**src/amute_cfg.svh**
```systemverilog
/*
 register offsets, field positions, reset values and hold-time sample counts
 of the auto-mute and output-stage configuration block.
 assumes inclusion by bare name from the design and checker files.
*/
`ifndef AMUTE_CFG_SVH
`define AMUTE_CFG_SVH

`define OFS_SILENCE_CTRL    8'h50
`define OFS_HOLD_TIME       8'h51
`define OFS_STAGE_CTRL      8'h53
`define OFS_LEVEL_TRIM      8'h54

`define RST_SILENCE_CTRL    8'h07
`define RST_HOLD_TIME       8'h00
`define RST_STAGE_CTRL      8'h00
`define RST_LEVEL_TRIM      8'h00

`define BIT_MUTE_EN_LEFT    0
`define BIT_MUTE_EN_RIGHT   1
`define BIT_MUTE_JOINT      2
`define POS_HOLD_LEFT       4
`define POS_HOLD_RIGHT      0
`define POS_BANDWIDTH       5
`define BIT_PHASE_SAME      0
`define POS_LEVEL_TRIM      0

// hold times in microseconds at the reference rate, counts in samples
`define REF_RATE_HZ         96000
`define HOLD_US_0           11500
`define HOLD_US_1           53000
`define HOLD_US_2           106500
`define HOLD_US_3           266500
`define HOLD_US_4           535000
`define HOLD_US_5           1065000
`define HOLD_US_6           2665000
`define HOLD_US_7           5330000
`define HOLD_SAMPLES(us)    ((64'(us) * `REF_RATE_HZ) / 1000000)

`endif

```
**src/amute_pkg.sv**
```systemverilog
/*
 types shared by the auto-mute configuration block.
 assumes amute_cfg.svh for all numeric constants.
*/
package amute_pkg;
   typedef enum logic [1:0] {
      bw_100k,
      bw_80k,
      bw_120k,
      bw_175k
   } bandwidth_t;

   typedef struct packed {
      logic       en;
      logic [7:0] addr;
      logic       wr;
      logic [7:0] wdata;
   } reg_req_t;

   typedef struct packed {
      bandwidth_t bandwidth;
      logic       phase_same;
      logic [4:0] level_trim;
   } stage_cfg_t;

   typedef enum logic {
      ch_live,
      ch_muted
   } mute_state_t;
endpackage : amute_pkg

```
**src/auto_mute_output_config.sv**
```systemverilog
/*
 auto-mute and output-stage configuration registers with per-channel
 zero-run detection and mute decision.
 assumes a byte-wide host register port synchronous to clk, and one
 sample strobe per sample period carrying both channels.
*/
// Contract
// bit 0 of the auto-silence control register enables left auto mute.
// bit 1 of the auto-silence control register enables right auto mute.
// bit 2 clear mutes channels independently, set mutes both only when both qualify.
// left zero samples are counted and left mute is allowed once the left hold length is reached.
// right zero samples are counted and right mute is allowed once the right hold length is reached.
// hold codes pick 11.5 ms up to 5.33 s at 96 kHz as fixed sample counts.
// the two-bit bandwidth field picks 100, 80, 120 or 175 kHz.
// software picks 175 kHz bandwidth when switching at 768 kHz.
// the phase bit drives left and right PWM out of phase when clear, in phase when set.
// the five-bit trim field attenuates 0.5 dB per step, 0 dB to -15.5 dB.
// any nonzero sample restarts the run and releases a muted channel at once.
// reserved bits store and read back but steer nothing.
`timescale 1ns/100ps
`include "amute_cfg.svh"
module auto_mute_output_config #(
   parameter int SAMPLE_W = 24,
   parameter int CNT_W    = 20
) (
   input  wire logic                   clk,
   input  wire logic                   rst_n,
   input  wire logic                   ce,
   input  wire amute_pkg::reg_req_t    reg_req,
   output logic [7:0]                  reg_rdata,
   output logic                        reg_ack,
   input  wire logic                   sample_valid,
   input  wire logic [SAMPLE_W-1:0]    sample_left,
   input  wire logic [SAMPLE_W-1:0]    sample_right,
   output logic                        mute_left,
   output logic                        mute_right,
   output amute_pkg::stage_cfg_t       stage_cfg
);
   logic [7:0] silence_ctrl_ff;
   logic [7:0] hold_time_ff;
   logic [7:0] stage_ctrl_ff;
   logic [7:0] level_trim_ff;
   logic [7:0] rdata_ff;
   logic       ack_ff;
   logic       mute_left_ff;
   logic       mute_right_ff;
   logic       hold_met_left;
   logic       hold_met_right;

   wire logic wr_go   = reg_req.en && reg_req.wr;
   wire logic hit_ctl = (reg_req.addr == `OFS_SILENCE_CTRL);
   wire logic hit_hld = (reg_req.addr == `OFS_HOLD_TIME);
   wire logic hit_stg = (reg_req.addr == `OFS_STAGE_CTRL);
   wire logic hit_trm = (reg_req.addr == `OFS_LEVEL_TRIM);

   // unmapped addresses read zero and ignore writes
   wire logic [7:0] nxt_rdata = hit_ctl ? silence_ctrl_ff :
                                hit_hld ? hold_time_ff :
                                hit_stg ? stage_ctrl_ff :
                                hit_trm ? level_trim_ff : 8'h00;

   // full bytes are stored so reserved bits read back
   always_ff @(posedge clk) begin
      if (!rst_n) begin
         silence_ctrl_ff <= `RST_SILENCE_CTRL;
         hold_time_ff    <= `RST_HOLD_TIME;
         stage_ctrl_ff   <= `RST_STAGE_CTRL;
         level_trim_ff   <= `RST_LEVEL_TRIM;
      end else if (ce && wr_go) begin
         if (hit_ctl) silence_ctrl_ff <= reg_req.wdata;
         if (hit_hld) hold_time_ff    <= reg_req.wdata;
         if (hit_stg) stage_ctrl_ff   <= reg_req.wdata;
         if (hit_trm) level_trim_ff   <= reg_req.wdata;
      end
   end

   always_ff @(posedge clk) begin
      if (!rst_n) begin
         rdata_ff <= 8'h00;
         ack_ff   <= 1'b0;
      end else if (ce) begin
         ack_ff <= reg_req.en;
         if (reg_req.en && !reg_req.wr) rdata_ff <= nxt_rdata;
      end
   end

   assign reg_rdata = rdata_ff;
   assign reg_ack   = ack_ff;

   wire logic [2:0] hold_left  = hold_time_ff[`POS_HOLD_LEFT +: 3];
   wire logic [2:0] hold_right = hold_time_ff[`POS_HOLD_RIGHT +: 3];

   zero_run_detect #(
      .CNT_W (CNT_W)
   ) u_left (
      .clk          (clk),
      .rst_n        (rst_n),
      .ce           (ce),
      .sample_valid (sample_valid),
      .sample_zero  (sample_left == '0),
      .hold_sel     (hold_left),
      .hold_met     (hold_met_left)
   );

   zero_run_detect #(
      .CNT_W (CNT_W)
   ) u_right (
      .clk          (clk),
      .rst_n        (rst_n),
      .ce           (ce),
      .sample_valid (sample_valid),
      .sample_zero  (sample_right == '0),
      .hold_sel     (hold_right),
      .hold_met     (hold_met_right)
   );

   wire logic en_left   = silence_ctrl_ff[`BIT_MUTE_EN_LEFT];
   wire logic en_right  = silence_ctrl_ff[`BIT_MUTE_EN_RIGHT];
   wire logic joint     = silence_ctrl_ff[`BIT_MUTE_JOINT];
   wire logic cond_left  = en_left && hold_met_left;
   wire logic cond_right = en_right && hold_met_right;
   // joint mode waits for both; a disabled channel never qualifies
   wire logic both       = cond_left && cond_right;
   wire logic nxt_mute_left  = joint ? both : cond_left;
   wire logic nxt_mute_right = joint ? both : cond_right;

   always_ff @(posedge clk) begin
      if (!rst_n) begin
         mute_left_ff  <= 1'b0;
         mute_right_ff <= 1'b0;
      end else if (ce) begin
         mute_left_ff  <= nxt_mute_left;
         mute_right_ff <= nxt_mute_right;
      end
   end

   assign mute_left  = mute_left_ff;
   assign mute_right = mute_right_ff;

   // drawn straight from register flops; the analog stage decodes dB and kHz
   assign stage_cfg.bandwidth  = amute_pkg::bandwidth_t'(stage_ctrl_ff[`POS_BANDWIDTH +: 2]);
   assign stage_cfg.phase_same = stage_ctrl_ff[`BIT_PHASE_SAME];
   assign stage_cfg.level_trim = level_trim_ff[`POS_LEVEL_TRIM +: 5];
endmodule : auto_mute_output_config

```
**src/zero_run_detect.sv**
```systemverilog
/*
 one channel's zero-run counter and mute-condition state machine.
 assumes one sample strobe per sample period, synchronous to clk.
*/
`timescale 1ns/100ps
`include "amute_cfg.svh"
module zero_run_detect #(
   parameter int CNT_W = 20
) (
   input  wire logic       clk,
   input  wire logic       rst_n,
   input  wire logic       ce,
   input  wire logic       sample_valid,
   input  wire logic       sample_zero,
   input  wire logic [2:0] hold_sel,
   output logic            hold_met
);
   localparam logic [CNT_W-1:0] HOLD_TABLE [8] = '{
      CNT_W'(`HOLD_SAMPLES(`HOLD_US_0)), CNT_W'(`HOLD_SAMPLES(`HOLD_US_1)),
      CNT_W'(`HOLD_SAMPLES(`HOLD_US_2)), CNT_W'(`HOLD_SAMPLES(`HOLD_US_3)),
      CNT_W'(`HOLD_SAMPLES(`HOLD_US_4)), CNT_W'(`HOLD_SAMPLES(`HOLD_US_5)),
      CNT_W'(`HOLD_SAMPLES(`HOLD_US_6)), CNT_W'(`HOLD_SAMPLES(`HOLD_US_7))};

   logic [CNT_W-1:0]     run_ff;
   logic [CNT_W-1:0]     nxt_run;
   amute_pkg::mute_state_t state_ff;
   amute_pkg::mute_state_t nxt_state;
   wire logic [CNT_W-1:0] limit   = HOLD_TABLE[hold_sel];
   wire logic             reached = (run_ff >= limit);

   // counter saturates at the limit so long silences never wrap
   always_comb begin
      nxt_run   = run_ff;
      nxt_state = state_ff;
      if (sample_valid) begin
         if (!sample_zero) begin
            nxt_run = '0;
         end else if (!reached) begin
            nxt_run = run_ff + CNT_W'(1);
         end
      end
      case (state_ff)
         amute_pkg::ch_live: begin
            if (sample_valid && sample_zero && (nxt_run >= limit)) begin
               nxt_state = amute_pkg::ch_muted;
            end
         end
         amute_pkg::ch_muted: begin
            if (sample_valid && !sample_zero) begin
               nxt_state = amute_pkg::ch_live;
            end
         end
         default: nxt_state = amute_pkg::ch_live;
      endcase
   end

   always_ff @(posedge clk) begin
      if (!rst_n) begin
         run_ff   <= '0;
         state_ff <= amute_pkg::ch_live;
      end else if (ce) begin
         run_ff   <= nxt_run;
         state_ff <= nxt_state;
      end
   end

   assign hold_met = (state_ff == amute_pkg::ch_muted);
endmodule : zero_run_detect
```
**config.mk**
```make
export PLATFORM = sky130hd
export DESIGN_NAME = auto_mute_output_config
export DESIGN_NICKNAME = d
export VERILOG_FILES = /design/src/amute_pkg.sv /design/src/auto_mute_output_config.sv /design/src/zero_run_detect.sv
export VERILOG_INCLUDE_DIRS = /design/src
export SDC_FILE = /design/constraint.sdc
export NUM_CORES = 1
export LEC_CHECK = 0
export BUFFER_PORTS_ARGS = -buffer_cell sky130_fd_sc_hd__buf_2
export CORE_UTILIZATION = 45
export CTS_BUF_LIST = sky130_fd_sc_hd__clkbuf_2
export DETAILED_ROUTE_END_ITERATION = 10
export PLACE_DENSITY_LB_ADDON = 0.12
export SLEW_MARGIN = 20
export SYNTH_ARGS = -nofsm -noshare
export SYNTH_HDL_FRONTEND = slang
export SYNTH_HIERARCHICAL = 1
export SYNTH_SLANG_ARGS = --single-unit
```
**constraint.sdc**
```tcl
create_clock -name clk -period 12.72 [get_ports clk]
set_input_delay 2.544 -clock clk [delete_from_list [all_inputs] [get_ports clk]]
set_output_delay 2.544 -clock clk [all_outputs]
set_load 0.02 [all_outputs]
```
# Yosys cells after proc, flatten, opt, wreduce, memory -nomap -nowiden
# Memory sizes are Yosys's and may differ from the RTL's.
# Index checks and enable logic that the tools add are counted.
dict set report totals {
  rom_bits 320
  ff_bits 85
  mem_count 2
}
# memory depth word_bits read_ports rd_ports_with_merged_regs wr line
set mem_list {}
lappend mem_list {{(name not given)} 8 20 1 0 0 zero_run_detect.sv:28} ;# wire logic [CNT_W-1:0] limit = HOLD_TABLE[hold_sel];
lappend mem_list {{(name not given)} 8 20 1 0 0 zero_run_detect.sv:28}
dict set report op_classes {
  bitwise_logic 4
  n_addsub 2
  n_reduce_logical 22
  muxes 22
  order_cmp 6
  eq_ne 4
}
# cell n
set ops {}
lappend ops {{$mux W20} 10}
lappend ops {{$ge A20 B20 Y1} 4}
lappend ops {{$logic_not A24 Y1} 2}
lappend ops {{$add A20 B1 Y20 const B} 2}
lappend ops {{$eq A8 B7 Y1 const B} 4}
lappend ops {{$mux W8} 4}
lappend ops {{$logic_and A1 B1 Y1} 12}
lappend ops {{$reduce_and A2 Y1} 5}
lappend ops {{$ge A4 B4 Y1 const B} 2}
lappend ops {{$not A3 Y4} 2}
lappend ops {{$mux W1} 6}
lappend ops {{$pmux W1 S2} 2}
lappend ops {{$logic_not A1 Y1} 3}
lappend ops {{$not A1 Y1} 2}

# Logic depth before layout (Yosys ltp)
dict set report logic_depth {
  ltp_word 12
  ltp_mapped 25
  depth_no_buf 24
}

# Hierarchy
# Netlist, hierarchy kept.
# mod area_per_inst_um2 instances seq_area_each_um2 cells_each
set by_module_without_submodules {}
lappend by_module_without_submodules {{zero_run_detect at u_right} 2378.5 1 420.4 313}
lappend by_module_without_submodules {{zero_run_detect at u_left} 2376.0 1 420.4 304}
lappend by_module_without_submodules {auto_mute_output_config 2218.4 1 860.8 239}

# Worst setup path after synthesis
# No wires, ideal clock.
dict set report synth_timing {
  kind {input to register}
  start {input port sample_left[19]}
  end {register u_left.state_ff, in the netlist u_left/hold_met}
  arrival_time_ns 5.273
  setup_time_ns 0.128
  path_slack_ns 7.319
  required_ns 12.592
  path_stages 18
  path_cell_list {nor4_1 > nand4_1 > nor2_1 > nor2b_1 > clkbuf_1 > clkbuf_1 > clkbuf_1 > nor2_1 > ha_1 > a21o_1 > a21o_1 > a21oi_1 > nor2_1 > a2111oi_0 > nor2_1 > a21oi_1 > o31a_1 > o221ai_2}
}
dict set report synth_between {
  elab_chain_len 7
}
# item line
set synth_rtl {}
lappend synth_rtl {{from (decl)} auto_mute_output_config.sv:33} ;# input wire logic [SAMPLE_W-1:0] sample_left,
lappend synth_rtl {{$logic_not A24 Y1} auto_mute_output_config.sv:100} ;# .sample_zero (sample_left == '0),
lappend synth_rtl {{$mux W20} zero_run_detect.sv:36} ;# if (!sample_zero) begin
lappend synth_rtl {{$mux W20} zero_run_detect.sv:35} ;# if (sample_valid) begin
lappend synth_rtl {{via u_left.nxt_run[13]} zero_run_detect.sv:25} ;# logic [CNT_W-1:0] nxt_run;
lappend synth_rtl {{$ge A20 B20 Y1} zero_run_detect.sv:44} ;# if (sample_valid && sample_zero && (nxt_run >= limit)) begin
lappend synth_rtl {{$logic_and A1 B1 Y1} zero_run_detect.sv:44}
lappend synth_rtl {{$mux W1} zero_run_detect.sv:44}
lappend synth_rtl {{$pmux W1 S2} zero_run_detect.sv:42} ;# case (state_ff)
lappend synth_rtl {{to (signal assigned)} zero_run_detect.sv:60} ;# state_ff <= amute_pkg::ch_live;
lappend synth_rtl {{to (signal assigned)} zero_run_detect.sv:63} ;# state_ff <= nxt_state;
lappend synth_rtl {{to (decl)} zero_run_detect.sv:26} ;# amute_pkg::mute_state_t state_ff;
# The timed path passes the listed nets, and every way through them passes these cells.
# A chain may end at the register's enable or synchronous reset.

# Worst setup path after layout
dict set report layout_timing {
  start {input port sample_valid}
  end {register u_left.state_ff, in the netlist u_left/hold_met}
}
dict set report layout_between {
  elab_chain_len 5
}
# item line
set layout_rtl {}
lappend layout_rtl {{from (decl)} auto_mute_output_config.sv:32} ;# input wire logic sample_valid,
lappend layout_rtl {{$mux W20} zero_run_detect.sv:35}
lappend layout_rtl {{via u_left.nxt_run[13]} zero_run_detect.sv:25}
lappend layout_rtl {{$ge A20 B20 Y1} zero_run_detect.sv:44}
lappend layout_rtl {{$logic_and A1 B1 Y1} zero_run_detect.sv:44}
lappend layout_rtl {{$mux W1} zero_run_detect.sv:44}
lappend layout_rtl {{$pmux W1 S2} zero_run_detect.sv:42}
# The timed path passes the listed nets, and every way through them passes these cells.

==> run metrics <==
clock slew at reported path FFs 0.30 ns; clk_skew 0.0308 ns; switching share of power 0.319; Int Pwr 316 µW; Sw Pwr 148 µW; mux contribution to synthesized area 0.0623; critical path endpoint category register; initial antenna violation count 1; gr ovfl total 0; clock share of power 0.320; simple-gate share of the synthesized area 0.289; post-route antenna net violation count 0; Fin Hold WS 0.475 ns; Ys Warns 6; post-detail-place hpwl around 13000 µm; syn_nets 1002; Via density 5.63; Total Routed Length 17800 µm; Final min period ~5.4 ns; DRC errors left 0; Crit Path Category in2reg; fin crit share 0.422; worst setup margin between 7 and 8 ns; leakage roughly 3.2 nW; most frequent cells in the layout nand2_1 (105), buf_2 (87), dfxtp_1 (85); row count between 40 and 50; RSZ-0062 raised after global routing false; sequential element share of the synthesized area 0.244; normalized max-slew margin 0.337; crit start category input port; Total GRT Usage 0.233; layout filler cell count 1544; CP max stage cell a2111oi_0; number of I/O port buffers 88; Worst Max-Slew Pin Slew 0.985 ns; Die W 126 µm; setup bufs post-CTS 0; CP arrival 5.92 ns; Clock Path Buffers 2; Worst VDD drop 51.4 µV; largest family of logic cells by synthesized area simple AND/OR/NAND/NOR gates; sequential fraction of design power 0.579; Max FO, Critical Path 16; vias in the first global route 5831; Seq cells post-synth 85; total CTS buffers 9; I/O pin count between 80 and 90; overall die height 126 µm; pre-CTS WS 6.76 ns; family with the most delay on the worst path compound AO/OA/AOI/OAI gates; CTS tree yes; die area 0.0160 mm²; effective utilization at floorplan 0.460; CTS root buf clkbuf_2; # resized after CTS 0; CP bufs+invs 1; Slew Viols, Final 0; Avg Inst Size Synth 8.15 µm²; setup_tns 0 ns; largest net degree at the start of global routing 61; status completed; hold crit path type reg2reg; combinational share of power 0.102; core region area 0.0151 mm²; final hold violations 0; via count just over 6k; Multi-input gate area 0.00486 mm²; Max Fclk 186 MHz; Post-CTS Hold Buffers 0; area share of fa/ha/maj cells after synthesis 0.138; CTS H-tree depth 3; number of synthesized flops with an enable pin 0; TritonCTS Sinks 85; fraction of layout cells with a size suffix above 1 0.153; cell area after synthesis roughly 0.0070 mm²; max cap viols 0; post-synthesis compound-gate area fraction 0.171; routability cong. 0.847; critical path's largest stage delay 0.38 ns; xor and xnor fraction of the mapped netlist area 0.0364; area growth from synthesis to layout 7.46%; Synth Flop Type dfxtp_1; drt pass-1 iters 5; most frequent CP cell nor2_1; post-synthesis cell count ~860; DR WL/cell between 15 and 20 µm; Critical Path RT 13.27 ns; Final #Nets 1052; Final setup viols 0; global-route wire length before repair 29900 µm; FFs w/ async S/R, synth 0; commonest non-fill, non-tap cell in the layout nand2_1; Reg area 0.00170 mm²; pwr dens 61.9 mW/mm²; latest clock arrival within the worst-skew pair 0.62 ns; synth unique cells 73; DR iter-0 viols ~350; CP Cell Sequence buf_2 -> and3_1 -> o21ai_0 -> nand2_1 -> and3_1 -> nand3_1 -> xor2_1 -> nor2_1 -> ha_1 -> a21o_1 -> a21o_1 -> a21oi_1 -> nor2_1 -> a2111oi_0 -> nor2_1 -> a21oi_1 -> o31a_1 -> o221ai_2
-- area by class of cell --
type	instances	area share
clock inverter	7	0.00852
tap	188	0.0314
clock buffer	9	0.00601
sequential	85	0.227
antenna	1	0.000334
multi-input combinational	689	0.649
timing repair buffer	93	0.0641
inverter	28	0.0140
-- tightest hold or removal path, stage by stage (launching register included) --
cell     delay [ns]
dfxtp_1        0.38
nand2_1        0.05
mux2i_1        0.05
-- per-stage QoR --
step,instances,instance area [µm²],power [mW],util
3_3_place_gp,1083,7380,0.320,0.487
4_1_cts,1099,7490,0.470,0.495
3_5_place_dp,1083,7380,0.320,0.487
6_report,1100,7490,0.464,0.495
2_1_floorplan,856,6970,0.300,-
5_1_grt,1100,7490,0.486,0.495
-- cell usage after synthesis, types with 3 or more instances --
master / n / area share
nand2_1: 105 / 0.057
dfxtp_1: 85 / 0.24
ha_1: 76 / 0.14
nor2_1: 61 / 0.033
mux2i_1: 40 / 0.057
a21oi_1: 36 / 0.026
nand3_1: 32 / 0.023
clkbuf_1: 29 / 0.016
o21ai_0: 29 / 0.021
inv_1: 28 / 0.015
nor2b_1: 25 / 0.022
nand4_1: 23 / 0.021
o21a_1: 18 / 0.019
nor3_1: 17 / 0.012
xor2_1: 17 / 0.021
nor4_1: 16 / 0.014
a211oi_1: 14 / 0.015
nand2b_1: 14 / 0.013
a21o_1: 12 / 0.013
nor3b_1: 12 / 0.013
xnor2_1: 12 / 0.015
o31ai_1: 11 / 0.012
and4b_1: 10 / 0.014
buf_4: 10 / 0.011
a21boi_0: 9 / 0.0097
buf_6: 8 / 0.013
or3_1: 8 / 0.0072
and3_1: 7 / 0.0063
buf_2: 7 / 0.0050
and2_1: 6 / 0.0054
a21boi_1: 5 / 0.0054
a22oi_1: 4 / 0.0043
and3_4: 4 / 0.0065
nand4b_1: 4 / 0.0050
o211ai_1: 4 / 0.0043
o21ai_1: 4 / 0.0029
o22ai_1: 4 / 0.0036
a32o_1: 3 / 0.0043
and3b_1: 3 / 0.0038
and4_1: 3 / 0.0038
-- sequential cells by signal (all words and copies together), names as in the netlist --
register,count
u_left/hold_met,1
mute_left,1
reg_ack,1
u_right/run_ff,20
reg_rdata,8
silence_ctrl_ff,8
u_right/hold_met,1
level_trim_ff,8
hold_time_ff,8
u_left/run_ff,20
mute_right,1
stage_ctrl_ff,8
-- power by group through the flow --
stage,registers (mW),logic (mW),clock network (mW)
floorplan,0.273,0.0273,0
global placement,0.273,0.0472,0
detailed placement,0.273,0.0472,0
CTS,0.268,0.0473,0.154
global route,0.269,0.0523,0.165
finish,0.268,0.0471,0.148
-- final timing paths --
check                    from                to  slack [ns]  cells past startpoint
min reg2reg  level_trim_ff[7]  level_trim_ff[7]        0.48                      2
min          level_trim_ff[7]  level_trim_ff[7]        0.48                      2
max              sample_valid   u_left/hold_met        7.35                     18
max reg2reg   hold_time_ff[0]  u_right/hold_met        7.47                     21
-- per-layer routing --
layer,vias up,part of all wire,track usage
li1,3187,-,-
met5,-,0,0
met4,0,0.018,0.0780
met2,114,0.46,0.383
met3,20,0.029,0.0232
met1,2874,0.49,0.318
-- kinds of logic after synthesis --
logic type	Yosys count
AO/OA/AOI/OAI	173
XOR/XNOR	29
adder cells (fa/ha/maj)	77
buffers and inverters	82
flip-flops	85
multiplexers	42
AND/OR/NAND/NOR	368
No activity file was read; power rests on OpenSTA's default activity.
